`config.mk`:
```
export PLATFORM = sky130hd
export DESIGN_NAME = sag_addr_gen
export DESIGN_NICKNAME = d
export VERILOG_FILES = /design/src/design/sag_pkg.sv /design/src/design/sag_addr_gen.sv /design/src/design/sag_offset_calc.sv /design/src/design/sag_seg_select.sv
export SDC_FILE = /design/constraint.sdc
export NUM_CORES = 1
export LEC_CHECK = 0
export BUFFER_PORTS_ARGS = -buffer_cell sky130_fd_sc_hd__buf_4
export CORE_UTILIZATION = 52
export CTS_CLUSTER_SIZE = 24
export DETAILED_ROUTE_END_ITERATION = 8
export PLACE_DENSITY = 0.87
export SYNTH_ARGS = -nofsm -noshare
export SYNTH_HDL_FRONTEND = slang
export SYNTH_SLANG_ARGS = --single-unit
export TNS_END_PERCENT = 5
```
`constraint.sdc`:
```
create_clock -name clk -period 6.4 [get_ports clk]
set_clock_uncertainty 0.15 [all_clocks]
set_input_delay 0.64 -clock clk [delete_from_list [all_inputs] [get_ports clk]]
set_output_delay 0.64 -clock clk [all_outputs]
set_load 0.01 [all_outputs]
```
`src/design/sag_pkg.sv`:
```
// Package of encodings and widths shared by the address generation files.
package sag_pkg;

   localparam int OFS_W = 16;
   localparam int SEG_W = 16;
   localparam int PHYS_W = 20;
   localparam int DISP8_W = 8;
   localparam int SEG_SHIFT = 4;

   // Kind of memory reference presented by the decoder.
   typedef enum logic [3:0] {
      SAG_REF_FETCH = 4'h1,
      SAG_REF_STACK = 4'h2,
      SAG_REF_STR_DST = 4'h4,
      SAG_REF_DATA = 4'h8
   } sag_ref_t;

   // Operand addressing mode.
   typedef enum logic [7:0] {
      SAG_MODE_REG = 8'h01,
      SAG_MODE_IMM = 8'h02,
      SAG_MODE_DIRECT = 8'h04,
      SAG_MODE_INDIRECT = 8'h08,
      SAG_MODE_BASED = 8'h10,
      SAG_MODE_INDEXED = 8'h20,
      SAG_MODE_BASED_IDX = 8'h40,
      SAG_MODE_BASED_IDX_DISP = 8'h80
   } sag_mode_t;

   // Segment register selector codes.
   typedef enum logic [1:0] {
      SAG_SEG_EXTRA = 2'h0,
      SAG_SEG_CODE = 2'h1,
      SAG_SEG_STACK = 2'h2,
      SAG_SEG_DATA = 2'h3
   } sag_seg_t;

   // Pointer selector for register indirect mode.
   typedef enum logic [1:0] {
      SAG_PTR_SRC_IDX = 2'h0,
      SAG_PTR_DST_IDX = 2'h1,
      SAG_PTR_GEN_BASE = 2'h2,
      SAG_PTR_BASE_PTR = 2'h3
   } sag_ptr_t;

   localparam logic [15:0] SAG_OFS_RESET = 16'h0000;
   localparam logic [19:0] SAG_PHYS_RESET = 20'h00000;

endpackage

```
`src/design/sag_addr_gen.sv`:
```
// Operand address generator: segment choice, effective offset, physical address.
//
// Summary of operation
// Fetches always use the code segment.
// Stack and base-pointer references use stack segment.
// String destination-index references use extra segment.
// Otherwise data references use the data segment.
// Override prefix replaces the implicit segment of data references only.
// Offset sums displacement, base and index.
// Offset carry is discarded, wraps at 16 bits.
// Short displacement is sign-extended to 16 bits.
// Base is general base or base pointer only.
// Index is source or destination index only.
// Displacement is 8 or 16 bit immediate.
// Direct mode: offset is displacement alone.
// Register indirect: offset is one pointer register.
// Based: displacement plus one base register.
// Indexed: displacement plus one index register.
// Based indexed: base plus index, no displacement.
// Based indexed with displacement: all three summed.
// Register and immediate operands make no address unless they are code fetches.
// Physical address is segment times sixteen plus offset.
// Override lasts for one instruction only.
`timescale 1ns/10ps
module sag_addr_gen #(
   parameter int OFS_W = sag_pkg::OFS_W,
   parameter int PHYS_W = sag_pkg::PHYS_W
) (
   input wire logic clk,
   input wire logic rst_n,
   // Prefix decode and instruction boundary.
   input wire logic prefix_valid,
   input wire sag_pkg::sag_seg_t prefix_seg,
   input wire logic instr_done,
   // Reference request from the decoder.
   input wire logic req_valid,
   output logic req_ready,
   input wire sag_pkg::sag_ref_t ref_kind,
   input wire sag_pkg::sag_mode_t mode,
   input wire logic base_is_ptr,
   input wire logic index_is_dst,
   input wire sag_pkg::sag_ptr_t indirect_sel,
   input wire logic disp_wide,
   input wire logic [OFS_W-1:0] disp,
   input wire logic [OFS_W-1:0] fetch_ofs,
   // Register file contents.
   input wire logic [OFS_W-1:0] code_seg_reg,
   input wire logic [OFS_W-1:0] data_segment_reg,
   input wire logic [OFS_W-1:0] stack_seg_reg,
   input wire logic [OFS_W-1:0] extra_segment_reg,
   input wire logic [OFS_W-1:0] general_base_reg,
   input wire logic [OFS_W-1:0] base_pointer_reg,
   input wire logic [OFS_W-1:0] src_index_reg,
   input wire logic [OFS_W-1:0] dest_index_reg,
   // Result towards the bus interface unit.
   output logic addr_valid,
   input wire logic addr_ready,
   output logic [PHYS_W-1:0] phys_addr,
   output logic [OFS_W-1:0] eff_offset,
   output sag_pkg::sag_seg_t seg_used,
   output logic no_mem
);

   initial begin
      if (OFS_W != sag_pkg::OFS_W || PHYS_W != OFS_W + sag_pkg::SEG_SHIFT) begin
         $error("sag_addr_gen: widths must be 16-bit offset and 20-bit address");
      end
      if (sag_pkg::SEG_W != OFS_W) begin
         $error("sag_addr_gen: segment and offset widths must match");
      end
   end

   ////////////////////////////////////////////////////////////////////////////
   // Override prefix held for the current instruction.

   logic ovr_pending;
   sag_pkg::sag_seg_t ovr_seg;
   logic ovr_active;
   sag_pkg::sag_seg_t ovr_choice;

   // A prefix seen in the same cycle as the previous instruction's end belongs
   // to the next instruction, so the prefix wins over the clear.
   always_ff @(posedge clk or negedge rst_n) begin
      if (!rst_n) begin
         ovr_pending <= 1'b0;
      end else if (prefix_valid) begin
         ovr_pending <= 1'b1;
      end else if (instr_done) begin
         ovr_pending <= 1'b0;
      end
   end

   // The held segment is only read while the flag is set, so it may linger.
   always_ff @(posedge clk or negedge rst_n) begin
      if (!rst_n) begin
         ovr_seg <= sag_pkg::SAG_SEG_DATA;
      end else if (prefix_valid) begin
         ovr_seg <= prefix_seg;
      end
   end

   // A prefix in the same cycle as its request applies at once.
   assign ovr_active = ovr_pending || prefix_valid;
   assign ovr_choice = prefix_valid ? prefix_seg : ovr_seg;

   ////////////////////////////////////////////////////////////////////////////
   // Address element selection per mode.

   logic use_disp;
   logic use_base;
   logic use_index;
   logic is_mem;
   logic [OFS_W-1:0] base_val;
   logic [OFS_W-1:0] index_val;
   logic [OFS_W-1:0] ptr_base;
   logic [OFS_W-1:0] ptr_index;
   logic uses_base_ptr;

   always_comb begin
      use_disp = 1'b0;
      use_base = 1'b0;
      use_index = 1'b0;
      is_mem = 1'b1;
      unique case (mode)
         sag_pkg::SAG_MODE_REG, sag_pkg::SAG_MODE_IMM: begin
            is_mem = 1'b0;
         end
         sag_pkg::SAG_MODE_DIRECT: begin
            use_disp = 1'b1;
         end
         sag_pkg::SAG_MODE_INDIRECT: begin
            use_base = indirect_sel[1];
            use_index = !indirect_sel[1];
         end
         sag_pkg::SAG_MODE_BASED: begin
            use_disp = 1'b1;
            use_base = 1'b1;
         end
         sag_pkg::SAG_MODE_INDEXED: begin
            use_disp = 1'b1;
            use_index = 1'b1;
         end
         sag_pkg::SAG_MODE_BASED_IDX: begin
            use_base = 1'b1;
            use_index = 1'b1;
         end
         sag_pkg::SAG_MODE_BASED_IDX_DISP: begin
            use_disp = 1'b1;
            use_base = 1'b1;
            use_index = 1'b1;
         end
         // An illegal mode code makes no address rather than a stray one.
         default: begin
            is_mem = 1'b0;
         end
      endcase
   end

   // In indirect mode the pointer selector replaces the base and index picks.
   always_comb begin
      if (mode == sag_pkg::SAG_MODE_INDIRECT) begin
         if (indirect_sel == sag_pkg::SAG_PTR_BASE_PTR) begin
            ptr_base = base_pointer_reg;
         end else begin
            ptr_base = general_base_reg;
         end
         if (indirect_sel == sag_pkg::SAG_PTR_DST_IDX) begin
            ptr_index = dest_index_reg;
         end else begin
            ptr_index = src_index_reg;
         end
         uses_base_ptr = (indirect_sel == sag_pkg::SAG_PTR_BASE_PTR);
      end else begin
         if (base_is_ptr) begin
            ptr_base = base_pointer_reg;
         end else begin
            ptr_base = general_base_reg;
         end
         if (index_is_dst) begin
            ptr_index = dest_index_reg;
         end else begin
            ptr_index = src_index_reg;
         end
         uses_base_ptr = base_is_ptr && use_base;
      end
   end

   assign base_val = ptr_base;
   assign index_val = ptr_index;

   ////////////////////////////////////////////////////////////////////////////
   // Offset and segment.

   logic [OFS_W-1:0] mem_ofs;
   logic [OFS_W-1:0] next_offset;
   sag_pkg::sag_seg_t next_seg;
   logic [OFS_W-1:0] seg_val;
   logic [PHYS_W-1:0] next_phys;
   logic is_fetch;

   sag_offset_calc #(
      .WIDTH(OFS_W)
   ) u_ofs (
      .use_disp(use_disp),
      .disp_wide(disp_wide),
      .disp(disp),
      .use_base(use_base),
      .base_val(base_val),
      .use_index(use_index),
      .index_val(index_val),
      .offset(mem_ofs)
   );

   sag_seg_select u_seg (
      .ref_kind(ref_kind),
      .uses_base_ptr(uses_base_ptr),
      .override_valid(ovr_active),
      .override_seg(ovr_choice),
      .seg_sel(next_seg)
   );

   // Code fetches, immediates included, come from the instruction pointer
   // offset rather than from the operand adder.
   assign is_fetch = (ref_kind == sag_pkg::SAG_REF_FETCH);
   assign next_offset = is_fetch ? fetch_ofs : mem_ofs;

   // Every code of the two-bit selector names a register, so no default.
   always_comb begin
      unique case (next_seg)
         sag_pkg::SAG_SEG_CODE: begin
            seg_val = code_seg_reg;
         end
         sag_pkg::SAG_SEG_STACK: begin
            seg_val = stack_seg_reg;
         end
         sag_pkg::SAG_SEG_EXTRA: begin
            seg_val = extra_segment_reg;
         end
         sag_pkg::SAG_SEG_DATA: begin
            seg_val = data_segment_reg;
         end
      endcase
   end

   // The 20-bit sum also drops its own carry, wrapping at the top of memory.
   assign next_phys = PHYS_W'({seg_val, {sag_pkg::SEG_SHIFT{1'b0}}} +
                              {{sag_pkg::SEG_SHIFT{1'b0}}, next_offset});

   ////////////////////////////////////////////////////////////////////////////
   // Output stage: holds a result until the bus interface takes it.

   logic take;
   logic addr_made;

   // Ready is combinational so that a drained stage refills in the same cycle.
   assign req_ready = !addr_valid || addr_ready;
   assign take = req_valid && req_ready;
   // Register and immediate operands report no address unless they are code fetches.
   assign addr_made = is_mem || is_fetch;

   always_ff @(posedge clk or negedge rst_n) begin
      if (!rst_n) begin
         addr_valid <= 1'b0;
      end else if (take) begin
         addr_valid <= 1'b1;
      end else if (addr_ready) begin
         addr_valid <= 1'b0;
      end
   end

   always_ff @(posedge clk or negedge rst_n) begin
      if (!rst_n) begin
         phys_addr <= sag_pkg::SAG_PHYS_RESET;
      end else if (take) begin
         phys_addr <= addr_made ? next_phys : sag_pkg::SAG_PHYS_RESET;
      end
   end

   always_ff @(posedge clk or negedge rst_n) begin
      if (!rst_n) begin
         eff_offset <= sag_pkg::SAG_OFS_RESET;
      end else if (take) begin
         eff_offset <= addr_made ? next_offset : sag_pkg::SAG_OFS_RESET;
      end
   end

   always_ff @(posedge clk or negedge rst_n) begin
      if (!rst_n) begin
         seg_used <= sag_pkg::SAG_SEG_DATA;
      end else if (take) begin
         seg_used <= next_seg;
      end
   end

   always_ff @(posedge clk or negedge rst_n) begin
      if (!rst_n) begin
         no_mem <= 1'b0;
      end else if (take) begin
         no_mem <= !addr_made;
      end
   end

endmodule

```
`src/design/sag_offset_calc.sv`:
```
// Effective offset adder: displacement, base and index summed modulo 2^16.
`timescale 1ns/10ps
module sag_offset_calc #(
   parameter int WIDTH = 16
) (
   input wire logic use_disp,
   input wire logic disp_wide,
   input wire logic [WIDTH-1:0] disp,
   input wire logic use_base,
   input wire logic [WIDTH-1:0] base_val,
   input wire logic use_index,
   input wire logic [WIDTH-1:0] index_val,
   output logic [WIDTH-1:0] offset
);

   initial begin
      if (WIDTH <= sag_pkg::DISP8_W) begin
         $error("sag_offset_calc: WIDTH must exceed the short displacement width");
      end
   end

   logic [WIDTH-1:0] disp_ext;
   logic [WIDTH-1:0] term_disp;
   logic [WIDTH-1:0] term_base;
   logic [WIDTH-1:0] term_index;

   // A short displacement is sign-extended, a wide one is used as given.
   always_comb begin
      if (disp_wide) begin
         disp_ext = disp;
      end else begin
         disp_ext = {{(WIDTH - sag_pkg::DISP8_W){disp[sag_pkg::DISP8_W-1]}},
                     disp[sag_pkg::DISP8_W-1:0]};
      end
   end

   assign term_disp = use_disp ? disp_ext : '0;
   assign term_base = use_base ? base_val : '0;
   assign term_index = use_index ? index_val : '0;

   // The sum is held to WIDTH bits so any carry out simply falls away.
   assign offset = WIDTH'(term_disp + term_base + term_index); // see

endmodule

```
`src/design/sag_seg_select.sv`:
```
// Segment register choice: implicit rules, then a pending override prefix.
`timescale 1ns/10ps
module sag_seg_select (
   input wire sag_pkg::sag_ref_t ref_kind,
   input wire logic uses_base_ptr,
   input wire logic override_valid,
   input wire sag_pkg::sag_seg_t override_seg,
   output sag_pkg::sag_seg_t seg_sel
);

   sag_pkg::sag_seg_t implicit_seg;

   always_comb begin
      unique case (ref_kind)
         sag_pkg::SAG_REF_FETCH: begin
            implicit_seg = sag_pkg::SAG_SEG_CODE;
         end
         sag_pkg::SAG_REF_STACK: begin
            implicit_seg = sag_pkg::SAG_SEG_STACK;
         end
         sag_pkg::SAG_REF_STR_DST: begin
            implicit_seg = sag_pkg::SAG_SEG_EXTRA;
         end
         sag_pkg::SAG_REF_DATA: begin
            if (uses_base_ptr) begin
               implicit_seg = sag_pkg::SAG_SEG_STACK;
            end else begin
               implicit_seg = sag_pkg::SAG_SEG_DATA;
            end
         end
         default: begin
            implicit_seg = sag_pkg::SAG_SEG_DATA;
         end
      endcase
   end

   // Code fetches, stack pushes and pops and string destinations are fixed
   // by the core and cannot be redirected, so only operands take the prefix.
   always_comb begin
      if (override_valid && ref_kind == sag_pkg::SAG_REF_DATA) begin
         seg_sel = override_seg;
      end else begin
         seg_sel = implicit_seg;
      end
   end

endmodule

```
# == After elaboration in Yosys (flattened, before gate mapping) ==
# Cells that the tools add are included.
# word_totals
in_bits,185
ff_bits,43
# op_classes
muxes,27
reduce_logical,16
eq_ne,15
addsub,3
# ops
operator,n
$mux 16,12
$pmux 16 s4,1
$add 16x16->16,2
$add 20x16->20,1
$mux 20,1
$eq 8x3->1 const B,1
$eq 8x4->1 const B,1
$eq 8x5->1 const B,1
$eq 8x6->1 const B,1
$eq 8x7->1 const B,1
$eq 8x8->1 const B,1
$mux 1,8
$pmux 2 s4,1
$eq 2x2->1 const B,3
$reduce_or 3->1,2
$reduce_or 6->1,1
$eq 2x1->1 const B,2
$eq 4x1->1 const B,1
$eq 4x2->1 const B,1
$eq 4x3->1 const B,1
$eq 4x4->1 const B,1
$mux 2,2
$pmux 1 s2,2
$reduce_bool 2->1,2
other kinds (5),11

# == Depth between registers and ports, before layout ==
# Gate-level depths: netlist of the first run.
# logic_depth
word_depth,12
ltp_mapped,26

# == Modules after synthesis ==
# A second synthesis of the first run with hierarchy kept.
# unflattened
hier_cells,525
hier_area_um2,4737.0
# modules_own_cells
module,instances,cells_each,seq_area_each_um2,area_each_um2
sag_addr_gen,1,327,980.9,3342.0
sag_offset_calc,1,186,0.0,1311.3
sag_seg_select,1,12,0.0,83.8

# == Worst setup path before layout of the first run ==
# Ideal clock, no wire load.
# synth_timing
kind,input port to flip-flop
startpoint,in mode[5]
endpoint,reg phys_addr[19]
slack_ps,98
stages,24
arrival_time_ps,6068
n_path_buf,1
cell_sequence,buf_2 -> nor2_1 -> nand4b_4 -> mux2i_4 -> mux2i_1 -> or2_2 -> fa_1 -> inv_1 -> ha_1 -> a21o_1 -> a21o_1 -> a2111oi_2 -> o21ai_0 -> o41ai_1 -> xor2_1 -> o21ai_0 -> ha_1 -> nand3_1 -> or4b_2 -> a31oi_1 -> nor2_1 -> nand3b_1 -> xor2_1 -> o21ai_0
# synth_between
elab_chain_cells,12
word_cells_on_any_way,35
# synth_rtl
element,line_no,rtl
"start, declared",sag_addr_gen.sv:39,"input wire sag_pkg::sag_mode_t mode,"
branches (longest 11 deep; another with $add 20x16->20),n/a,
$mux 20 *,sag_addr_gen.sv:275,phys_addr <= addr_made ? next_phys : sag_pkg::SAG_PHYS_RESET;
"end signal, assigned",sag_addr_gen.sv:273,phys_addr <= sag_pkg::SAG_PHYS_RESET;
"end signal, assigned",sag_addr_gen.sv:275,
"end, declared",sag_addr_gen.sv:58,"output logic [PHYS_W-1:0] phys_addr,"
# Mark *: on every way between the ends.
# A chain may end at the register's enable or synchronous reset.

# == Worst setup path after layout of the first run ==
# layout_timing
startpoint,in mode[1]
endpoint,reg phys_addr[18]
# The elaborated chain is that of the path after synthesis.

==> impl_metrics.csv, run 1 <==
group,metric,value,unit
finish,final_nets,1044,
pwr,power_switching,252,uW
logic_synthesis,avgSynthCellArea,8.31,um^2
pwr,sw_frac_of_total,30.8,%
setup_path,cp-end-kind,"register",
sta,fmax,0.163,GHz
global_routing,antenna_found_initial,0,
routing,wl,15000,um
global_routing,grt_pass1_wl,23800,um
routing,wl_per_cell,16.2,um
place,placed_area,6770,um^2
setup_path,worstSetupStartpoint,"mode[1]",
logic_synthesis,synth_cell_types,58,
logic_synthesis,synth_top_area_cell,"dfrtp_1",
global_routing,grt_overflow,0,
setup_path,worstSetupPathType,"in2reg",
logic_synthesis,synth-seq-cells,39,
sta,period_needed,6.12,ns
routing,drt_first_pass_iters,5,
sta,rsz0062_at_grt,"yes",
global_routing,grt_util_met1,35.4,%
pwr,seq_power_share,32.7,%
logic_synthesis,async_flop_share,100,%
logic_synthesis,syn_area,4730,um^2
place,dp_hpwl,12300,um
die,die-area,9480,um^2
setup_path,reg2reg_from,"ovr_seg[1]$_DFF_PN1_",
finish,fin_cells,925,
pwr,p_int,565,uW
clock_tree,clock_latency,0.30,ns
die,fp.dieW,97.4,um
sta,period_share,95.6,%
logic_synthesis,ys_seq_area_share,20.7,%
logic_synthesis,syn_inst,569,
global_routing,met3_usage,3.96,%
worst_hold_path,hold_path.class,"in2async",
die,ios,226,
sta,finalHoldViolations,0,
sta,slew_headroom,45.0,%
setup_path,crit_required,6.46,ns
setup_path,arrival,6.18,ns
run,maxCapViolations,0,
pwr,clock_power_share,26.3,%
clock_tree,clkSinkCount,39,
clock_tree,cts_tree,"done",
finish,drive_above_1_share,42.6,%
setup_path,path_max_fanout,7,
clock_tree,cts-buffers-inserted,5,
logic_synthesis,synth.net_count,797,
global_routing,grt_usage,30.6,%
routing,routed_via_density,5.58,
setup_path,path_delay_family,"compound AO/OA/AOI/OAI gates",
sta,finalMaxSlewViolations,0,
clock_tree,htreeDepth,2,
die,row_count,34,
finish,area_growth,48.3,%
routing,vias,5164,
logic_synthesis,synth_flop_cell,"dfrtp_1",
clock_tree,clock_path_buffers,2,
pwr,ir_drop,106,uV
logic_synthesis,synth-edff-count,0,
sta,setup_viol,0,
die,initial_core_util,54.0,%
global_routing,grt_max_degree,51,
setup_path,crit_path_start_kind,"primary input",
die,chipHeight,97.4,um
setup_path,rr_endpoint,"phys_addr[18]$_DFFE_PN0P_",
pwr,comb_power_share,41.0,%
routing,drt_iter0_drc,274,
outcome,status,"finished clean",
finish,fin_util,80.0,%
place,gp_congestion,0.956,
pwr,power_leakage,0.00368,uW
global_routing,gr-usage-met2,57.8,%
clock_tree,clk_pin_slew,0.07,ns
setup_path,worst_r2r_path_depth,17,
logic_synthesis,synth_most_common_cell,"nand2_1",
die,coreArea,8760,um^2
setup_path,path_common_cell,"buf_4",
setup_path,slowest_delay,0.42,ns
finish,fin_area,7010,um^2
logic_synthesis,yosysTopAreaCellShare,18.5,%
clock_tree,ctsRootBufferMaster,"clkbuf_8",
global_routing,grt_pass1_vias,5179,
pwr,power.density,116,nW/um^2
setup_path,slowest_stage,"a2111oi_4",
logic_synthesis,synth_area_leaders,"dfrtp_1 (19%), mux2i_1 (8.3%), fa_1 (7.2%), ha_1 (6.9%), nand2_1 (5.7%)",
finish,diodes,0,
setup_path,rrSetupSlack,1.82,ns
place,io_buffers,225,
logic_synthesis,yosysWarnings,0,
logic_synthesis,synth_common_cells,"nand2_1 (72), nor2_1 (41), mux2i_1 (39)",
place,dp.cells,916,
setup_path,critical_path_buf_inv_count,8,
routing,drc,0,
sta,worst_pin_slew,0.822,ns
routing,ant_nets,0,
global_routing,busiest_layer,"met2",
-- power groups by stage --
stage	logic, uW	clock network (uW)	registers [uW]
5_1_grt	360	223	268
3_5_place_dp	320	0	271
3_3_place_gp	310	0	271
4_1_cts	323	213	267
2_1_floorplan	150	0	275
6_report	335	215	267
-- logic make-up (layout without fill, tap and decap cells) --
kind of cell	after synthesis	count (layout)	synth area share [%]
xor gates and xnor gates	28	28	5.48
buffers and inverters	68	316	6.24
AOI/OAI and AO/OA	140	140	19.2
muxes	62	62	14.4
DFF	39	39	20.7
and+or+nand+nor	189	189	19.8
adders and majority gates	43	43	14.1
-- worst reg2reg max path: cells and delay by family (launching register included) --
family / cells / cell delay, ns
compound gates: 8 / 1.63
xor+xnor: 1 / 0.12
fa+ha+maj: 1 / 0.47
buf+inv: 2 / 0.60
flops: 1 / 0.53
mux: 1 / 0.16
simple gates: 4 / 0.82
-- stage by stage --
| stage | hold slack [ns] | setup TNS (ns) | worst slack (ns) | total power (uW) |
|---|---|---|---|---|
| 4_1_cts | 0.181 | 0 | 0.00184 | 803 |
| 6_report | 0.155 | 0 | 0.283 | 817 |
| 3_5_place_dp | 0.319 | -0.976 | -0.309 | 592 |
| 2_1_floorplan | 0.194 | 0 | 0.0980 | 425 |
| 3_3_place_gp | 0.317 | -0.220 | -0.129 | 581 |
| 5_1_grt | 0.194 | -0.0505 | -0.0505 | 851 |
-- final cells by class --
cell class / instances / area [um^2]
timing repair buffer: 272 / 2050
clock inverter: 2 / 35.0
fill: 585 / 1750
clock buffer: 6 / 82.6
multi-input combinational: 462 / 3590
sequential: 39 / 981
inverter: 36 / 135
tap: 108 / 135
-- cell usage in the layout, fill, tap and decap left out, drive strengths merged, types with 12 or more instances in the layout --
| master | netlist | layout |
|---|---|---|
| nand2 | 72 | 72 |
| mux2 | 20 | 20 |
| a22o | 12 | 12 |
| ha | 26 | 26 |
| fa | 17 | 17 |
| nor2 | 42 | 42 |
| or2 | 14 | 14 |
| buf | 17 | 272 |
| a21o | 13 | 13 |
| o31ai | 12 | 12 |
| xor2 | 16 | 16 |
| mux2i | 41 | 41 |
| a21oi | 37 | 37 |
| nor2b | 18 | 18 |
| a211oi | 15 | 15 |
| o21ai | 33 | 33 |
| dfrtp | 35 | 35 |
| inv | 36 | 36 |
| nor3 | 12 | 12 |
-- registers in the layout, summed over array words and instances, names as in the netlist --
name	flops
eff_offset	12
addr_valid	1
no_mem	1
seg_used	2
ovr_pending	1
ovr_seg	2
phys_addr	20
-- layer usage --
metal | up-vias | routed length (um)
li1 | 2488 | -
met1 | 2401 | 5650
met2 | 251 | 7920
met3 | 24 | 1050
met4 | 0 | 366
met5 | - | 0
-- what timing repair did --
item                       CTS  global route
setup endpoints to repair    2             5
hold buffers                 0             0
cloned                       0             0
setup buffers                0             1
gates resized for setup      6            16
pin swaps                    2             4
-- worst max-delay path by stage --
stage	to	slack, ns	cells after the start
6_report	phys_addr[18]$_DFFE_PN0P_	0.28	28
2_1_floorplan	phys_addr[19]$_DFFE_PN0P_	0.1	24
4_1_cts	phys_addr[19]$_DFFE_PN0P_	0.002	26
5_1_grt	phys_addr[18]$_DFFE_PN0P_	-0.05	27
3_3_place_gp	phys_addr[18]$_DFFE_PN0P_	-0.13	28
3_5_place_dp	phys_addr[19]$_DFFE_PN0P_	-0.31	25
Power figures use the tool's default switching activity.
==> run 2: changes to the inputs <==
CTS_BUF_LIST = sky130_fd_sc_hd__clkbuf_16   (was unset)
==> run 2 against run 1 <==
Fmax shrank 0.44%. Critical path depth is the same. Die area is the same. Sequential share of layout area shrank 0.21 points. Largest cell class unchanged. Highest routed layer unchanged. Sequential cell count is the same. Sequential power is essentially flat. Register-to-register slack gained 0.04 ns. Largest power group unchanged.
==> impl_metrics.csv, run 2 (synthesis results as in run 1) <==
group,metric,value,unit
outcome,status,"finished clean",
routing,drt_iter0_drc,234,
run,maxCapViolations,0,
die,coreArea,8760,um^2
finish,fill_cells,557,
pwr,comb_power_share,38.3,%
pwr,ir_drop,108,uV
place,gp_congestion,0.956,
pwr,seq_power_share,30.3,%
clock_tree,clkSinkCount,39,
finish,final_cell_mix,"buf_4 (272), nand2_1 (71), nor2_1 (40)",
setup_path,arrival,6.19,ns
setup_path,slowest_delay,0.53,ns
die,ios,226,
routing,drc,0,
finish,final_common_cell,"buf_4",
global_routing,grt_usage,30.9,%
pwr,power_switching,260,uW
finish,diodes,0,
sta,slew_headroom,47.1,%
pwr,sw_frac_of_total,29.4,%
sta,hold_slack,0.174,ns
routing,wl,15200,um
clock_tree,ctsRootBufferMaster,"clkbuf_16",
die,die-area,9480,um^2
setup_path,path_delay_family,"simple AND/OR/NAND/NOR gates",
clock_tree,clock_latency,0.28,ns
clock_tree,htreeDepth,2,
finish,fin_util,81.3,%
setup_path,slowest_stage,"or4b_4",
finish,drive_above_1_share,43.2,%
finish,final_nets,1049,
sta,period_needed,6.14,ns
setup_path,crit_required,6.44,ns
setup_path,critical_path_buf_inv_count,6,
place,dp_hpwl,12300,um
sta,worst_pin_slew,0.791,ns
setup_path,worstSetupPathType,"in2reg",
die,fp.dieW,97.4,um
pwr,power_leakage,0.00371,uW
pwr,clock_power_share,31.4,%
die,row_count,34,
setup_path,crit_path_start_kind,"primary input",
global_routing,antenna_found_initial,0,
setup_path,path_max_fanout,4,
setup_path,cp-end-kind,"register",
sta,fin_ws,0.256,ns
clock_tree,cts-buffers-inserted,5,
clock_tree,clock_path_buffers,2,
routing,vias,5166,
die,initial_core_util,54.0,%
die,chipHeight,97.4,um
sta,finalHoldViolations,0,
sta,period_share,96.0,%
routing,wl_per_cell,16.4,um
sta,setup_viol,0,
routing,ant_nets,0,
finish,area_growth,50.6,%
routing,routed_via_density,5.55,
finish,top_register,"phys_addr",
sta,finalMaxSlewViolations,0,
global_routing,grt_max_degree,51,
clock_tree,holdBufCountCts,0,
finish,top_regs,"phys_addr (20), eff_offset (12)",
pwr,p_int,623,uW
finish,largest_reg_flops,20,
global_routing,grt_pass1_vias,5170,
global_routing,grt_overflow,0,
pwr,power.density,124,nW/um^2
sta,fmax,0.163,GHz
clock_tree,clk_pin_slew,0.06,ns
routing,drt_first_pass_iters,5,
global_routing,grt_pass1_wl,23900,um
worst_hold_path,hold_path.class,"in2async",
pwr,power,883,uW
place,post-place-ws,-0.309,ns
clock_tree,cts_tree,"done",
setup_path,path_common_cell,"buf_4",
place,io_buffers,225,
[run 2: cell types whose count changed in the layout (fill, tap and decap cells not counted), sizes merged]
cell,previous run,this run
clkbuf,6,5
buf,272,277
clkinv,1,2
[run 2: layer usage]
layer  GRT usage, %  share of wire (%)  vias up
li1               -                  -     2499
met1           35.2                 38     2401
met2           59.0                 53      235
met3           4.10                6.2       31
met4           9.95                2.7        0
met5              0                  0        -
[run 2: repair_timing]
| action | 4_1_cts | 5_1_grt |
|---|---|---|
| buffers inserted | 0 | 6 |
| endpoints found under the setup margin | 2 | 5 |
| pin swaps | 1 | 10 |
| resized for setup | 4 | 25 |
[run 2: final timing paths]
check | slack [ns] | start | end | cells after the start
worst max-delay path | 0.26 | mode[6] | phys_addr[19]$_DFFE_PN0P_ | 28
worst min register to register | 0.33 | phys_addr[8]$_DFFE_PN0P_ | phys_addr[8]$_DFFE_PN0P_ | 2
worst max register to register | 1.86 | ovr_seg[1]$_DFF_PN1_ | phys_addr[18]$_DFFE_PN0P_ | 17
min in group clk | 0.33 | phys_addr[8]$_DFFE_PN0P_ | phys_addr[8]$_DFFE_PN0P_ | 2
max in group asynchronous | 5.55 | rst_n | seg_used[1]$_DFFE_PN1P_ | 1
worst min-delay path | 0.17 | rst_n | ovr_pending$_DFFE_PN0P_ | 1
[run 2: final cells by class]
class | count | area (um^2) | area share [%]
Inverter | 36 | 135 | 1.90
Multi-Input combinational cell | 462 | 3600 | 50.5
Clock inverter | 3 | 38.8 | 0.545
Tap cell | 108 | 135 | 1.90
Timing Repair Buffer | 277 | 2110 | 29.6
Clock buffer | 5 | 125 | 1.76
Sequential cell | 39 | 981 | 13.8
[run 2: power by group through the flow]
stage | combinational [uW] | clock (uW) | sequential, uW
global route | 364 | 288 | 268
detailed placement | 320 | 0 | 271
CTS | 324 | 277 | 267
finish | 339 | 277 | 267
global placement | 310 | 0 | 271
floorplan | 150 | 0 | 275
[run 2: through the flow]
stage	TNS [ns]	cells	area, um^2
2_1_floorplan	0	569	4730
3_3_place_gp	-0.220	916	6770
3_5_place_dp	-0.976	916	6770
4_1_cts	0	924	6960
5_1_grt	-0.118	930	7120
6_report	0	930	7120
[run 2: worst reg2reg max path: stages, from the launching register on]
cell and delay, ns:
dfstp_2 0.52, mux2_2 0.16, nor3_1 0.07, nor2_4 0.49, buf_4 0.43, nor2b_1 0.09
a211oi_1 0.21, a21oi_1 0.11, fa_1 0.49, a21oi_2 0.17, o21ai_1 0.12, o41ai_2 0.40
o21ai_2 0.13, o41ai_2 0.24, buf_4 0.17, and2b_1 0.17, xnor2_1 0.12, o31ai_1 0.20
